**config.mk**
```make
export PLATFORM = sky130hd
export DESIGN_NAME = trel_top
export DESIGN_NICKNAME = d
export VERILOG_FILES = /design/src/rtl/trel_pkg.sv /design/src/rtl/trel_ev_if.sv /design/src/rtl/trel_top.sv /design/src/rtl/trel_ev_dec.sv
export VERILOG_INCLUDE_DIRS = /design/src /design/src/rtl
export SDC_FILE = /design/constraint.sdc
export NUM_CORES = 1
export LEC_CHECK = 0
export BUFFER_PORTS_ARGS = -buffer_cell sky130_fd_sc_hd__buf_2
export CORE_ASPECT_RATIO = 0.6
export CORE_UTILIZATION = 40
export DETAILED_ROUTE_END_ITERATION = 8
export GPL_TIMING_DRIVEN = 0
export HOLD_SLACK_MARGIN = 0.02
export PLACE_DENSITY = 0.71
export REMOVE_ABC_BUFFERS = 1
export SETUP_SLACK_MARGIN = 0.2
export SLEW_MARGIN = 15
export SYNTH_ARGS = -nofsm -noshare
export SYNTH_HDL_FRONTEND = slang
export SYNTH_SLANG_ARGS = --single-unit
export TNS_END_PERCENT = 20
```
**constraint.sdc**
```tcl
create_clock -name clk -period 21.2 [get_ports clk]
set_input_delay 4.24 -clock clk [delete_from_list [all_inputs] [get_ports clk]]
set_output_delay 4.24 -clock clk [all_outputs]
set_load 0.02 [all_outputs]
```
**src/rtl/trel_params.svh**
```systemverilog
`ifndef TREL_PARAMS_SVH
`define TREL_PARAMS_SVH

// Register byte offsets
`define TREL_OFS_CTRL 6'h00
`define TREL_OFS_CMD 6'h04
`define TREL_OFS_EVENT_CONTROL_REG 6'h08
`define TREL_OFS_IRQ_ENABLE_CLEAR_REG 6'h0c
`define TREL_OFS_IRQ_ENABLE_SET_REG 6'h10
`define TREL_OFS_IRQ_FLAG_REG 6'h14
`define TREL_OFS_STATUS 6'h18
`define TREL_OFS_CHEV 6'h1c

// Control register fields
`define TREL_CTRL_DMA_ONE_SHOT_MODE 0
`define TREL_CTRL_WAVE_LSB 2
`define TREL_CTRL_CIRC_LSB 8
`define TREL_CTRL_CAPT_LSB 16

// Command field and the one-shot DMA command code
`define TREL_CMD_LSB 5
`define TREL_CMD_DMA_ONE_SHOT 3'h5

// Event control fields
`define TREL_EV_ACT0_LSB 0
`define TREL_EV_ACT1_LSB 3
`define TREL_EV_OVFEO 8
`define TREL_EV_TRGEO 9
`define TREL_EV_CNTEO 10
`define TREL_EV_TCEI_LSB 14
`define TREL_EV_MCEI_LSB 16
`define TREL_EV_MCEO_LSB 24

// Interrupt flag / enable bit positions
`define TREL_INT_OVF 0
`define TREL_INT_TRG 1
`define TREL_INT_CNT 2
`define TREL_INT_ERR 3
`define TREL_INT_DFS 11
`define TREL_INT_FLTA 12
`define TREL_INT_FLTB 13
`define TREL_INT_NRF0 14
`define TREL_INT_NRF1 15
`define TREL_INT_MC_LSB 16

// Reset values
`define TREL_RST_REG 32'h0000_0000

`endif

```
**src/rtl/trel_pkg.sv**
```systemverilog
package trel_pkg;
   typedef enum logic [2:0] {
      EV1_OFF, EV1_RETRIG, EV1_DIR, EV1_STOP, EV1_DEC, EV1_PPW, EV1_FAULT
   } trel_ev1_act_e;
   typedef enum logic [2:0] {
      EV0_OFF, EV0_RETRIG, EV0_COUNT, EV0_START, EV0_INC, EV0_ACTIVE, EV0_FAULT
   } trel_ev0_act_e;
   typedef enum logic [1:0] {
      WAVE_OTHER, WAVE_TWO_RAMP, WAVE_TWO_RAMP_ALT, WAVE_DUAL_BOTH
   } trel_wave_e;
   typedef enum logic [1:0] {
      CHEV_CAPTURE, CHEV_REC_FAULT, CHEV_NR_FAULT, CHEV_OFF
   } trel_chev_e;
endpackage

```
**src/rtl/trel_ev_if.sv**
```systemverilog
interface trel_ev_if #(parameter int CH = 4);
   // Synchronised event levels and their configuration
   logic ev0;
   logic ev1;
   logic [CH-1:0] mc;
   trel_pkg::trel_ev0_act_e act0;
   trel_pkg::trel_ev1_act_e act1;
   logic [1:0] tcei;
   logic [CH-1:0] mcei;
   logic [2*CH-1:0] chev;
   logic tick;
   logic limit;
   // Decoded actions toward the counter core
   logic retrig;
   logic dir_down;
   logic stop;
   logic dec;
   logic ppw;
   logic step;
   logic start;
   logic inc;
   logic count;
   logic [1:0] nrf;
   logic [CH-1:0] cap;
   logic [CH-1:0] recf;
   logic [CH-1:0] nrfch;
   modport top (output ev0, ev1, mc, act0, act1, tcei, mcei, chev, tick, limit,
      input retrig, dir_down, stop, dec, ppw, step, start, inc, count, nrf, cap, recf, nrfch);
   modport dcd (input ev0, ev1, mc, act0, act1, tcei, mcei, chev, tick, limit,
      output retrig, dir_down, stop, dec, ppw, step, start, inc, count, nrf, cap, recf, nrfch);
endinterface

```
**src/rtl/trel_top.sv**
```systemverilog
// The Avalon-MM register port and the register addresses were left to the implementer.
`include "trel_params.svh"

// Functional notes
// - Continuous mode: overflow request on every update
// - One-shot mode: request after one-shot command
// - Overflow request cleared on DMA acknowledge
// - Compare request set on match, acknowledge clears
// - One-shot mode blocks compare channel requests
// - Capture request on valid data, read clears
// - Two-ramp circular channel requests at ramp B
// - Two-ramp circular overflow at ramp A, acked
// - Dual-slope circular channel requests at down-count
// - Dual-slope circular overflow at up-count, acked
// - Each interrupt condition sets a flag; non-recoverable fault events share the NRF0/NRF1 flags
// - Enable set and clear by writing ones
// - Interrupt while enabled flag stays set
// - One shared interrupt line, flags readable
// - Interrupt conditions need the peripheral clock to set flags
// - Output events gated by own enable bits
// - Channel event captures or raises a fault
// - Event one: retrigger, direction, stop, decrement, capture
// - Event zero: retrigger, count, start, increment, active
// - Start on rising edge, later events ignored until count limit
// - Count every prescaled tick while event active
// - Input enable bits gate every incoming event
module trel_top #(parameter int CH = 4) (
   input wire logic clk,
   input wire logic reset_n,
   input wire logic [5:0] address,
   input wire logic read,
   input wire logic write,
   input wire logic [31:0] writedata,
   input wire logic [3:0] byteenable,
   output logic [31:0] readdata,
   output logic waitrequest,
   input wire logic upd_ovf,
   input wire logic upd_retrig,
   input wire logic cnt_evt,
   input wire logic cap_err,
   input wire logic dbg_fault,
   input wire logic [1:0] rec_fault,
   input wire logic [1:0] nr_fault,
   input wire logic [CH-1:0] mc_evt,
   input wire logic [CH-1:0] cap_valid,
   input wire logic [CH-1:0] cc_read,
   input wire logic ramp_a_start,
   input wire logic ramp_b_start,
   input wire logic up_start,
   input wire logic down_start,
   input wire logic presc_tick,
   input wire logic count_limit,
   input wire logic dma_ovf_ack,
   input wire logic [CH-1:0] dma_mc_ack,
   output logic dma_ovf_req,
   output logic [CH-1:0] dma_mc_req,
   input wire logic ev_in0,
   input wire logic ev_in1,
   input wire logic [CH-1:0] ev_mc_in,
   output logic ev_ovf_out,
   output logic ev_trg_out,
   output logic ev_cnt_out,
   output logic [CH-1:0] ev_mc_out,
   output logic act_retrig,
   output logic act_dir_down,
   output logic act_stop,
   output logic act_dec,
   output logic act_ppw,
   output logic act_step,
   output logic act_start,
   output logic act_inc,
   output logic act_count,
   output logic [CH-1:0] act_capture,
   output logic [CH-1:0] act_rec_fault,
   output logic irq
);
   import trel_pkg::*;

   localparam int NF = `TREL_INT_MC_LSB + CH;

   logic [1:0] rst_sync_q;
   logic rst_n;
   logic wait_q;
   logic [31:0] rdata_q, rd_mux, wmask;
   logic acc_wr;
   logic [31:0] ctrl_q, event_control_reg_q, chev_q;
   logic [NF-1:0] flag_q, flag_set, en_q;
   logic irq_q;
   logic cmd_pulse_q, os_pend_q, ack_seen_q, ovf_req_q, ovf_set;
   logic [CH-1:0] mc_req_q, mc_set, mc_clr;
   logic [CH+1:0] ev_meta_q, ev_sync_q;
   logic ev_ovf_q, ev_trg_q, ev_cnt_q;
   logic [CH-1:0] ev_mc_q;
   logic dma_one_shot_mode, circ_mode, circ_act, two_ramp, start_a, start_b, any_ack;
   logic [CH-1:0] circ_en, capt_sel;
   trel_wave_e wave;
   trel_ev_if #(.CH(CH)) evi();

   // Reset released through two flops, asserted at once
   always_ff @(posedge clk or negedge reset_n) begin
      if (!reset_n)
         rst_sync_q <= 2'h0;
      else
         rst_sync_q <= {rst_sync_q[0], 1'b1};
   end
   assign rst_n = rst_sync_q[1];

   // Event inputs come from another domain: two flops first
   always_ff @(posedge clk or negedge rst_n) begin
      if (!rst_n) begin
         ev_meta_q <= '0;
         ev_sync_q <= '0;
      end else begin
         ev_meta_q <= {ev_mc_in, ev_in1, ev_in0};
         ev_sync_q <= ev_meta_q;
      end
   end

   // Configuration decode
   assign dma_one_shot_mode = ctrl_q[`TREL_CTRL_DMA_ONE_SHOT_MODE];
   assign wave = trel_wave_e'(ctrl_q[`TREL_CTRL_WAVE_LSB +: 2]);
   assign circ_en = ctrl_q[`TREL_CTRL_CIRC_LSB +: CH];
   assign capt_sel = ctrl_q[`TREL_CTRL_CAPT_LSB +: CH];
   assign two_ramp = wave == WAVE_TWO_RAMP || wave == WAVE_TWO_RAMP_ALT;
   assign circ_mode = two_ramp || wave == WAVE_DUAL_BOTH;
   assign circ_act = circ_mode && |circ_en;
   assign start_a = two_ramp ? ramp_a_start : up_start;
   assign start_b = two_ramp ? ramp_b_start : down_start;
   assign any_ack = dma_ovf_ack || |dma_mc_ack;

   // Avalon slave: answer one cycle after the request
   assign acc_wr = write && !wait_q;
   assign wmask = {{8{byteenable[3]}}, {8{byteenable[2]}},
      {8{byteenable[1]}}, {8{byteenable[0]}}};

   always_ff @(posedge clk or negedge rst_n) begin
      if (!rst_n)
         wait_q <= 1'b1;
      else
         wait_q <= !((read || write) && wait_q);
   end

   // Read mux; unmapped offsets read zero
   always_comb begin
      rd_mux = 32'h0;
      case (address)
         `TREL_OFS_CTRL: rd_mux = ctrl_q;
         `TREL_OFS_EVENT_CONTROL_REG: rd_mux = event_control_reg_q;
         `TREL_OFS_IRQ_ENABLE_CLEAR_REG: rd_mux[NF-1:0] = en_q;
         `TREL_OFS_IRQ_ENABLE_SET_REG: rd_mux[NF-1:0] = en_q;
         `TREL_OFS_IRQ_FLAG_REG: rd_mux[NF-1:0] = flag_q;
         `TREL_OFS_STATUS: rd_mux[CH+2:0] = {mc_req_q, ovf_req_q, os_pend_q, ack_seen_q};
         `TREL_OFS_CHEV: rd_mux = chev_q;
         default: rd_mux = 32'h0;
      endcase
   end

   // Read data latched as waitrequest drops
   always_ff @(posedge clk or negedge rst_n) begin
      if (!rst_n)
         rdata_q <= 32'h0;
      else if (read && wait_q)
         rdata_q <= rd_mux;
   end

   // Plain read/write configuration registers
   always_ff @(posedge clk or negedge rst_n) begin
      if (!rst_n) begin
         ctrl_q <= `TREL_RST_REG;
         event_control_reg_q <= `TREL_RST_REG;
         chev_q <= `TREL_RST_REG;
      end else if (acc_wr) begin
         if (address == `TREL_OFS_CTRL)
            ctrl_q <= (ctrl_q & ~wmask) | (writedata & wmask);
         if (address == `TREL_OFS_EVENT_CONTROL_REG)
            event_control_reg_q <= (event_control_reg_q & ~wmask) | (writedata & wmask);
         if (address == `TREL_OFS_CHEV)
            chev_q <= (chev_q & ~wmask) | (writedata & wmask);
      end
   end

   // One-shot command pulse, live the cycle after the write
   always_ff @(posedge clk or negedge rst_n) begin
      if (!rst_n)
         cmd_pulse_q <= 1'b0;
      else
         cmd_pulse_q <= acc_wr && address == `TREL_OFS_CMD && byteenable[0]
            && writedata[`TREL_CMD_LSB +: 3] == `TREL_CMD_DMA_ONE_SHOT;
   end

   // Pending update in one-shot mode; a new update beats the fire
   always_ff @(posedge clk or negedge rst_n) begin
      if (!rst_n)
         os_pend_q <= 1'b0;
      else
         os_pend_q <= (os_pend_q && !cmd_pulse_q) || (dma_one_shot_mode && (upd_ovf || upd_retrig));
   end

   // Acknowledge seen during ramp B or down-count
   always_ff @(posedge clk or negedge rst_n) begin
      if (!rst_n)
         ack_seen_q <= 1'b0;
      else if (start_b || start_a)
         ack_seen_q <= 1'b0;
      else if (any_ack)
         ack_seen_q <= 1'b1;
   end

   // Overflow request cause
   always_comb begin
      if (circ_act)
         // ramp A or up-count, only after an ack
         ovf_set = start_a && ack_seen_q;
      else if (dma_one_shot_mode)
         ovf_set = cmd_pulse_q && (os_pend_q || upd_ovf || upd_retrig);
      else
         ovf_set = upd_ovf || upd_retrig;
   end

   // ack clears, a new set wins
   always_ff @(posedge clk or negedge rst_n) begin
      if (!rst_n)
         ovf_req_q <= 1'b0;
      else
         ovf_req_q <= ovf_set || (ovf_req_q && !dma_ovf_ack);
   end

   // Per-channel DMA request
   for (genvar i = 0; i < CH; i++) begin : g_mc
      always_comb begin
         if (capt_sel[i]) begin
            mc_set[i] = cap_valid[i];
            mc_clr[i] = cc_read[i];
         end else if (circ_mode && circ_en[i]) begin
            mc_set[i] = start_b;
            mc_clr[i] = dma_mc_ack[i];
         end else begin
            mc_set[i] = mc_evt[i] && !dma_one_shot_mode;
            mc_clr[i] = dma_mc_ack[i];
         end
      end
      always_ff @(posedge clk or negedge rst_n) begin
         if (!rst_n)
            mc_req_q[i] <= 1'b0;
         else
            mc_req_q[i] <= mc_set[i] || (mc_req_q[i] && !mc_clr[i]);
      end
   end

   always_comb begin
      flag_set = '0;
      flag_set[`TREL_INT_OVF] = upd_ovf;
      flag_set[`TREL_INT_TRG] = upd_retrig;
      flag_set[`TREL_INT_CNT] = cnt_evt;
      flag_set[`TREL_INT_ERR] = cap_err;
      flag_set[`TREL_INT_DFS] = dbg_fault;
      flag_set[`TREL_INT_FLTA] = rec_fault[0];
      flag_set[`TREL_INT_FLTB] = rec_fault[1];
      flag_set[`TREL_INT_NRF0] = nr_fault[0] || evi.nrf[0] || |evi.nrfch;
      flag_set[`TREL_INT_NRF1] = nr_fault[1] || evi.nrf[1];
      flag_set[`TREL_INT_MC_LSB +: CH] = mc_evt | cap_valid;
   end

   always_ff @(posedge clk or negedge rst_n) begin
      if (!rst_n)
         flag_q <= '0;
      else if (acc_wr && address == `TREL_OFS_IRQ_FLAG_REG)
         flag_q <= flag_set | (flag_q & ~(writedata[NF-1:0] & wmask[NF-1:0]));
      else
         flag_q <= flag_set | flag_q;
   end

   always_ff @(posedge clk or negedge rst_n) begin
      if (!rst_n)
         en_q <= '0;
      else if (acc_wr && address == `TREL_OFS_IRQ_ENABLE_SET_REG)
         en_q <= en_q | (writedata[NF-1:0] & wmask[NF-1:0]);
      else if (acc_wr && address == `TREL_OFS_IRQ_ENABLE_CLEAR_REG)
         en_q <= en_q & ~(writedata[NF-1:0] & wmask[NF-1:0]);
   end

   // stored level, holds with clock stopped
   always_ff @(posedge clk or negedge rst_n) begin
      if (!rst_n)
         irq_q <= 1'b0;
      else
         irq_q <= |(flag_q & en_q);
   end

   always_ff @(posedge clk or negedge rst_n) begin
      if (!rst_n) begin
         ev_ovf_q <= 1'b0;
         ev_trg_q <= 1'b0;
         ev_cnt_q <= 1'b0;
         ev_mc_q <= '0;
      end else begin
         ev_ovf_q <= upd_ovf && event_control_reg_q[`TREL_EV_OVFEO];
         ev_trg_q <= upd_retrig && event_control_reg_q[`TREL_EV_TRGEO];
         ev_cnt_q <= cnt_evt && event_control_reg_q[`TREL_EV_CNTEO];
         ev_mc_q <= (mc_evt | cap_valid) & event_control_reg_q[`TREL_EV_MCEO_LSB +: CH];
      end
   end

   // Input event decoder wiring
   assign evi.ev0 = ev_sync_q[0];
   assign evi.ev1 = ev_sync_q[1];
   assign evi.mc = ev_sync_q[CH+1:2];
   assign evi.act0 = trel_ev0_act_e'(event_control_reg_q[`TREL_EV_ACT0_LSB +: 3]);
   assign evi.act1 = trel_ev1_act_e'(event_control_reg_q[`TREL_EV_ACT1_LSB +: 3]);
   assign evi.tcei = event_control_reg_q[`TREL_EV_TCEI_LSB +: 2];
   assign evi.mcei = event_control_reg_q[`TREL_EV_MCEI_LSB +: CH];
   assign evi.chev = chev_q[2*CH-1:0];
   assign evi.tick = presc_tick;
   assign evi.limit = count_limit;

   trel_ev_dec #(.CH(CH)) u_dec (
      .clk(clk),
      .rst_n(rst_n),
      .e(evi.dcd)
   );

   // Outputs, all flop-driven
   assign readdata = rdata_q;
   assign waitrequest = wait_q;
   assign dma_ovf_req = ovf_req_q;
   assign dma_mc_req = mc_req_q;
   assign irq = irq_q;
   assign ev_ovf_out = ev_ovf_q;
   assign ev_trg_out = ev_trg_q;
   assign ev_cnt_out = ev_cnt_q;
   assign ev_mc_out = ev_mc_q;
   assign act_retrig = evi.retrig;
   assign act_dir_down = evi.dir_down;
   assign act_stop = evi.stop;
   assign act_dec = evi.dec;
   assign act_ppw = evi.ppw;
   assign act_step = evi.step;
   assign act_start = evi.start;
   assign act_inc = evi.inc;
   assign act_count = evi.count;
   assign act_capture = evi.cap;
   assign act_rec_fault = evi.recf;
endmodule

```
**src/rtl/trel_ev_dec.sv**
```systemverilog
module trel_ev_dec #(parameter int CH = 4) (
   input wire logic clk,
   input wire logic rst_n,
   trel_ev_if.dcd e
);
   import trel_pkg::*;
   logic ev0_q, ev1_q, run_q;
   logic [CH-1:0] mc_q;
   logic rise0, rise1, fall1;
   logic [CH-1:0] mc_rise;

   assign rise0 = e.ev0 & ~ev0_q & e.tcei[0];
   assign rise1 = e.ev1 & ~ev1_q & e.tcei[1];
   assign fall1 = ~e.ev1 & ev1_q & e.tcei[1];
   assign mc_rise = e.mc & ~mc_q & e.mcei;

   // Edge history of the event levels
   always_ff @(posedge clk or negedge rst_n) begin
      if (!rst_n) begin
         ev0_q <= 1'b0;
         ev1_q <= 1'b0;
         mc_q <= '0;
      end else begin
         ev0_q <= e.ev0;
         ev1_q <= e.ev1;
         mc_q <= e.mc;
      end
   end

   always_ff @(posedge clk or negedge rst_n) begin
      if (!rst_n) begin
         e.dir_down <= 1'b0;
         e.stop <= 1'b0;
         e.dec <= 1'b0;
         e.ppw <= 1'b0;
      end else begin
         e.stop <= rise1 && e.act1 == EV1_STOP;
         e.dec <= rise1 && e.act1 == EV1_DEC;
         // Both edges: period on rise, pulse width on fall
         e.ppw <= (rise1 | fall1) && e.act1 == EV1_PPW;
         if (e.act1 == EV1_DIR && e.tcei[1])
            e.dir_down <= e.ev1;
      end
   end

   always_ff @(posedge clk or negedge rst_n) begin
      if (!rst_n) begin
         e.step <= 1'b0;
         e.inc <= 1'b0;
         e.count <= 1'b0;
      end else begin
         e.step <= rise0 && e.act0 == EV0_COUNT;
         e.inc <= rise0 && e.act0 == EV0_INC;
         e.count <= e.ev0 && e.tcei[0] && e.tick && e.act0 == EV0_ACTIVE;
      end
   end

   always_ff @(posedge clk or negedge rst_n) begin
      if (!rst_n) begin
         run_q <= 1'b0;
         e.start <= 1'b0;
      end else begin
         e.start <= rise0 && !run_q && e.act0 == EV0_START;
         if (e.limit)
            run_q <= 1'b0;
         else if (rise0 && e.act0 == EV0_START)
            run_q <= 1'b1;
      end
   end

   // Shared re-trigger and fault actions
   always_ff @(posedge clk or negedge rst_n) begin
      if (!rst_n) begin
         e.retrig <= 1'b0;
         e.nrf <= 2'h0;
      end else begin
         e.retrig <= (rise0 && e.act0 == EV0_RETRIG) || (rise1 && e.act1 == EV1_RETRIG);
         e.nrf <= {rise1 && e.act1 == EV1_FAULT, rise0 && e.act0 == EV0_FAULT};
      end
   end

   for (genvar i = 0; i < CH; i++) begin : g_ch
      always_ff @(posedge clk or negedge rst_n) begin
         if (!rst_n) begin
            e.cap[i] <= 1'b0;
            e.recf[i] <= 1'b0;
            e.nrfch[i] <= 1'b0;
         end else begin
            e.cap[i] <= mc_rise[i] && e.chev[2*i +: 2] == CHEV_CAPTURE;
            e.recf[i] <= mc_rise[i] && e.chev[2*i +: 2] == CHEV_REC_FAULT;
            e.nrfch[i] <= mc_rise[i] && e.chev[2*i +: 2] == CHEV_NR_FAULT;
         end
      end
   end
endmodule

```
# Word level (Yosys, flattened, before mapping)

Cells that the tools add are included.
W data, S select, Z words.

Bits in registers: 229
Bits in latches: 0
Memory bits (writable): 0
Bits in read-only memories: 0
Input port bits: 84
Output and inout port bits: 63
Logic and storage cells: 239
Memories kept: 0

Add/sub/neg operators: 0
Multipliers: 0
Div/mod/pow operators: 0
Order comparisons: 0
Eq/ne operators: 31
Shifts and indexed selects: 0
Muxes and demuxes: 26
Bitwise logic cells: 31
Reduce and logical (&&, ||, !) cells: 102

Operator list:

| operator             | count |
|---|---|
| $and A32 B32 Y32     | 4 |
| $or A32 B32 Y32      | 3 |
| $and A20 B20 Y20     | 4 |
| $pmux W13 S5         | 1 |
| $mux W20             | 3 |
| $or A20 B20 Y20      | 3 |
| $logic_and A1 B1 Y1  | 58 |
| $pmux W7 S6          | 1 |
| $pmux W12 S3         | 1 |
| $not A32 Y32         | 1 |
| $eq A6 B5 Y1 const B | 4 |
| $eq A3 B3 Y1 const B | 7 |
| $mux W1              | 20 |
| $not A20 Y20         | 1 |
| $reduce_or A20 Y1    | 1 |
| $logic_or A1 B1 Y1   | 18 |
| $and A4 B4 Y4        | 3 |
| $eq A2 B2 Y1 const B | 6 |
| $eq A3 B2 Y1 const B | 4 |
| $eq A6 B4 Y1 const B | 2 |
| $reduce_or A4 Y1     | 3 |
| $eq A2 B1 Y1 const B | 5 |
| $logic_not A1 Y1     | 10 |
| $logic_not A2 Y1     | 4 |
| 11 further kinds     | 23 |

# Longest topological paths before layout

Word-level depth: 7
Depth in mapped cells: 7
Mapped depth without buffers: 6

# Hierarchy

A second synthesis with hierarchy kept.

Cells, all modules: 774
Area, all modules: 9549.2 µm²

Modules (own cells, without submodules):

| module      | instances | cells each | area each (µm²) | seq. area each (µm²) |
|---|---|---|---|---|
| trel_top    | 1         | 701        | 8509.4          | 4981.0 |
| trel_ev_dec | 1         | 73         | 1039.7          | 750.7 |

# Worst setup path after synthesis

OpenSTA, ideal clock, no wires.

Path kind: input port to flip-flop
Start: input port address[3]
End: register rdata_q[23], in the netlist readdata[23]
Library setup time: 0.126 ns
Data arrival time: 5.559 ns
Data required time: 21.074 ns
Slack: 15.515 ns
Stages on the path: 6
Buffers on the path: 3
Cells stage by stage: clkbuf_1 -> buf_2 -> buf_2 -> mux2_2 -> a221oi_1 -> nor2_1

Word-level cells in the longest chain between the ends: 2
Elaborated cells on any way between the ends: 4
Classes of those cells: eq/ne (2); mux (1); reduce/logical (1)

RTL lines:

| item                                       | RTL line        | RTL |
|---|---|---|
| from (decl)                                | trel_top.sv:30  | `input wire logic [5:0] address,` |
| $eq A6 B5 Y1, or another cell as far along | trel_top.sv:146 | `case (address)` |
| $pmux W12 S3 (*)                           | trel_top.sv:146 |  |
| to (signal assigned)                       | trel_top.sv:163 | `rdata_q <= rd_mux;` |
| to (decl)                                  | trel_top.sv:84  | `logic [31:0] rdata_q, rd_mux, wmask;` |

Every way passes the cells marked *; elsewhere a longest branch is shown, timed or not.
A chain may end at the register's enable or synchronous reset.

# Worst setup path after layout

Start: input port address[1]
End: register flag_q[2]

Word-level cells in the longest chain between the ends: 3

RTL lines:

| item                          | RTL line        | RTL |
|---|---|---|
| $eq A6 B5 Y1                  | -               |  |
| $logic_and A1 B1 Y1 (no line) | -               |  |
| $mux W20                      | trel_top.sv:267 | `` else if (acc_wr && address == `TREL_OFS_IRQ_FLAG_REG) `` |
| to (signal assigned)          | trel_top.sv:268 | `flag_q <= flag_set \| (flag_q & ~(writedata[NF-1:0] & wmask[NF-1:0]));` |
| to (signal assigned)          | trel_top.sv:270 | `flag_q <= flag_set \| flag_q;` |
| to (decl)                     | trel_top.sv:87  | `logic [NF-1:0] flag_q, flag_set, en_q;` |

No other way between the ends.

==> impl_metrics.yaml <==
outcome:
  outcome: "completed"
timing:
  tns_ps: 0
  worstMarginPinSlew_ps: 1240
  finalSetupViolations: 0
  final_critical_path_setup_slack_ps: 14550
  max_freq_mhz: 150
  final_worst_path_cycle_share_pct: 31.4
  worst_slew_margin_rel_pct: 17.0
  min_period_ps: 6650
  finalHoldWorstSlack_ps: 299
  hold_violations: 0
  grt_setup_unrepaired: "false"
  timing.clock.skew_ps: 11.4
  maxSlewViolCount: 0
routing:
  drcViolationCount: 0
  drtPass1Iterations: 5
  routed_wire_length_per_instance_um: 22.3
  via_per_inst: 5.66
  total_number_of_vias: 7129
  postRouteAntennaNets: 0
  finalWirelength_mm: 28.1
  drt-initial-drc-count: 577
floorplanning:
  start_util_pct: 41.4
  vert_die_dim_um: 123
  placeableCoreArea_sq_um: 23500
  die_w_um: 203
  io-pin-count: 147
  core.rowCount: 43
  fp.dieArea_sq_um: 25000
yosys:
  syn_area_sq_um: 9740
  yosys_register_bits: 229
  synth.largest_area_cell: "sky130_fd_sc_hd__dfrtp_1"
  postSynth.asyncResetShare_pct: 100
  netlist_top_cells_area: "sky130_fd_sc_hd__dfrtp_1 (59%), sky130_fd_sc_hd__mux2_2 (14%), sky130_fd_sc_hd__o21ai_1 (2.1%), sky130_fd_sc_hd__nor2_1 (1.9%), sky130_fd_sc_hd__nand2_1 (1.9%)"
  synth_enable_flop_cells: 0
  post_synth.cell_area_avg_sq_um: 12.4
  ys.flop_type: "sky130_fd_sc_hd__dfrtp_1"
  netlist-cell-type-count: 57
  post-synth-top-area-fraction_pct: 58.6
  yosys_warnings: 0
  postSynthCellCount: 783
  synth.yosys.seq_area_share_pct: 58.9
placement:
  place_area_sq_um: 10900
  placedCellCount: 1219
  place.port_buffers: 146
  detailedPlace.worstSlack_ps: 14130
  gp_routability_congestion: 0.864
  hpwl_after_detailed_placement_mm: 20.0
critical_path:
  cpPeakStageDelay_ps: 1160
  crit_path_cell_trace: "buf_2, nor4b_4, nand4b_1, o21ai_0, nand2b_1"
  worst_setup_path_end_kind: "flip-flop"
  arrival_ps: 7030
  regToRegStartpoint: "waitrequest"
  worstPathMaxFanout: 20
  critical-path-top-delay-family: "simple AND/OR/NAND/NOR gates"
  required_time_at_the_worst_slack_endpoint_ps: 21580
  critPathLaunch: "address[1]"
  cpMaxStageDelayCell: "sky130_fd_sc_hd__nand4b_1"
  setup.worst_path.class: "in2reg"
  cp-start-kind: "input port"
  r2r_slack_ps: 18310
  path_buf_inv: 1
global_routing:
  grt_antenna_before_repair: 2
  grt_pass1_wl_mm: 43.2
  grt_start_max_net_pins: 56
  globalRoute.totalOverflow: 0
  first_global_vias: 7032
  grt_use_total_pct: 23.1
power_and_ir_drop:
  powerDensity_nw_per_um2: 85.3
  max-vdd-ir-drop_mv: 0.0462
  p_leak_uw: 0.00540
finish:
  layout.cells.non_filler: 1259
  final_area_sq_um: 11600
  areaGrowthSynthToFinish_pct: 19.5
  finish.net_count: 1013
  final_layout_size_suffix_gt1_share_pct: 35.7
clocking:
  ctsResizeCount: 0
  number_of_cts_inserted_buffers: 22
  htreeDepth: 1
  clk_pin_slew_worst_paths_ps: 70
  tritoncts: "yes"
  postCtsHoldBufs: 0
  clk_latency_ps: 510
  cts_buffer_depth: 3
  clock_sink_count: 229
  cts_post_setup_buffers_inserted: 0
  cts.root.buffer_cell: "sky130_fd_sc_hd__clkbuf_16"
worst_hold_path:
  hold_path_class: "reg2async"
flow_run:
  maxCapViolCount: 0
==> metal layers <==
layer / up-vias / share of wire (%) / GRT usage, %
met5: - / 0.028 / 0
met4: 2 / 1.4 / 3.95
met3: 28 / 10 / 6.27
met2: 319 / 41 / 32.1
met1: 3639 / 47 / 35.9
li1: 3141 / - / -
==> cell families (layout without fill, tap and decap cells) <==
| logic type | count (synthesis) | in the layout | share of synthesized area, % |
|---|---|---|---|
| other | 1 | 2 | 0.0385 |
| adder cells (fa/ha/maj) | 1 | 1 | 0.128 |
| AO/OA/AOI/OAI | 171 | 171 | 11.2 |
| multiplexers | 137 | 137 | 15.7 |
| flip-flops | 229 | 229 | 58.9 |
| AND/OR/NAND/NOR | 199 | 199 | 11.7 |
| buffers and inverters | 45 | 205 | 2.33 |
==> layout by cell type (no fill, tap or decap), types with 3 or more instances in the layout <==
cell	instances
sky130_fd_sc_hd__inv_1	13
sky130_fd_sc_hd__buf_2	145
sky130_fd_sc_hd__nor2_4	13
sky130_fd_sc_hd__a221oi_1	17
sky130_fd_sc_hd__nand2_1	47
sky130_fd_sc_hd__nor2_1	50
sky130_fd_sc_hd__a22oi_1	22
sky130_fd_sc_hd__clkbuf_16	23
sky130_fd_sc_hd__clkbuf_1	3
sky130_fd_sc_hd__buf_16	4
sky130_fd_sc_hd__nor2b_1	17
sky130_fd_sc_hd__buf_12	3
sky130_fd_sc_hd__a222oi_1	7
sky130_fd_sc_hd__a22o_1	4
sky130_fd_sc_hd__nand3_1	5
sky130_fd_sc_hd__mux2i_1	13
sky130_fd_sc_hd__nor3b_1	12
sky130_fd_sc_hd__nand2b_1	11
sky130_fd_sc_hd__clkbuf_8	8
sky130_fd_sc_hd__o21ai_1	41
sky130_fd_sc_hd__o21ai_0	25
sky130_fd_sc_hd__a21oi_1	29
sky130_fd_sc_hd__a2111oi_0	4
sky130_fd_sc_hd__dfrtp_1	227
sky130_fd_sc_hd__a31oi_1	8
sky130_fd_sc_hd__o21a_1	7
sky130_fd_sc_hd__nand3b_1	7
sky130_fd_sc_hd__mux2_2	123
sky130_fd_sc_hd__and2_1	5
sky130_fd_sc_hd__nor4_1	5
sky130_fd_sc_hd__clkinv_2	3
sky130_fd_sc_hd__nor3_1	6
==> power breakdown <==
part | internal, uW | switching, uW
logic | 41.5 | 65.4
registers | 461 | 18.1
clock network | 238 | 167
total | 741 | 251
==> worst register-to-register path: stages (launching register included) <==
cell	delay (ps)
sky130_fd_sc_hd__dfstp_2	400
sky130_fd_sc_hd__nor2b_1	620
sky130_fd_sc_hd__nand4b_1	1140
sky130_fd_sc_hd__o21ai_0	500
sky130_fd_sc_hd__nand2b_1	110
==> cells in the mapped netlist, types with 3 or more instances <==
cell type	instances
sky130_fd_sc_hd__nor2b_1	17
sky130_fd_sc_hd__dfrtp_1	228
sky130_fd_sc_hd__o21ai_1	41
sky130_fd_sc_hd__nand2b_1	11
sky130_fd_sc_hd__nor3_1	6
sky130_fd_sc_hd__nand3_1	5
sky130_fd_sc_hd__buf_6	5
sky130_fd_sc_hd__and2_1	6
sky130_fd_sc_hd__nand3b_1	7
sky130_fd_sc_hd__nor4_1	5
sky130_fd_sc_hd__mux2_2	123
sky130_fd_sc_hd__o21a_1	7
sky130_fd_sc_hd__a22oi_1	22
sky130_fd_sc_hd__nor2_1	50
sky130_fd_sc_hd__mux2i_1	13
sky130_fd_sc_hd__buf_2	6
sky130_fd_sc_hd__o21ai_0	25
sky130_fd_sc_hd__a31oi_1	8
sky130_fd_sc_hd__buf_4	3
sky130_fd_sc_hd__nor3b_1	12
sky130_fd_sc_hd__inv_1	13
sky130_fd_sc_hd__clkbuf_1	16
sky130_fd_sc_hd__a2111oi_0	4
sky130_fd_sc_hd__nand2_1	48
sky130_fd_sc_hd__a222oi_1	7
sky130_fd_sc_hd__a221oi_1	17
sky130_fd_sc_hd__a22o_1	4
sky130_fd_sc_hd__nor2_4	12
sky130_fd_sc_hd__a21oi_1	30
==> stage by stage <==
| stage | utilization [%] | total power, uW |
|---|---|---|
| 4_1_cts | 49.5 | 999 |
| 3_3_place_gp | 45.4 | 588 |
| 3_5_place_dp | 46.3 | 595 |
| 5_1_grt | 49.5 | 1030 |
| 2_1_floorplan | - | 542 |
| 6_report | 49.5 | 992 |
==> cell type report <==
type | count | area [sq um]
flip-flops and latches | 229 | 5740
clock inverters | 5 | 52.6
multi-input cells | 509 | 3800
clock buffers | 34 | 697
diodes | 1 | 2.50
inverters | 13 | 48.8
repair buffers | 153 | 903
well taps | 315 | 394
fillers | 2141 | 11900
==> path summary, 6_finish.rpt <==
check,end,cells after the start
worst max-delay path,flag_q[2],5
worst min-delay path,ev_meta_q[4],0
worst max register to register,flag_q[2],4
worst min register to register,ev_meta_q[4],0
max in group asynchronous,rst_sync_q[1],1
min in group clk,ev_sync_q[3],0
Power figures use the tool's default switching activity.
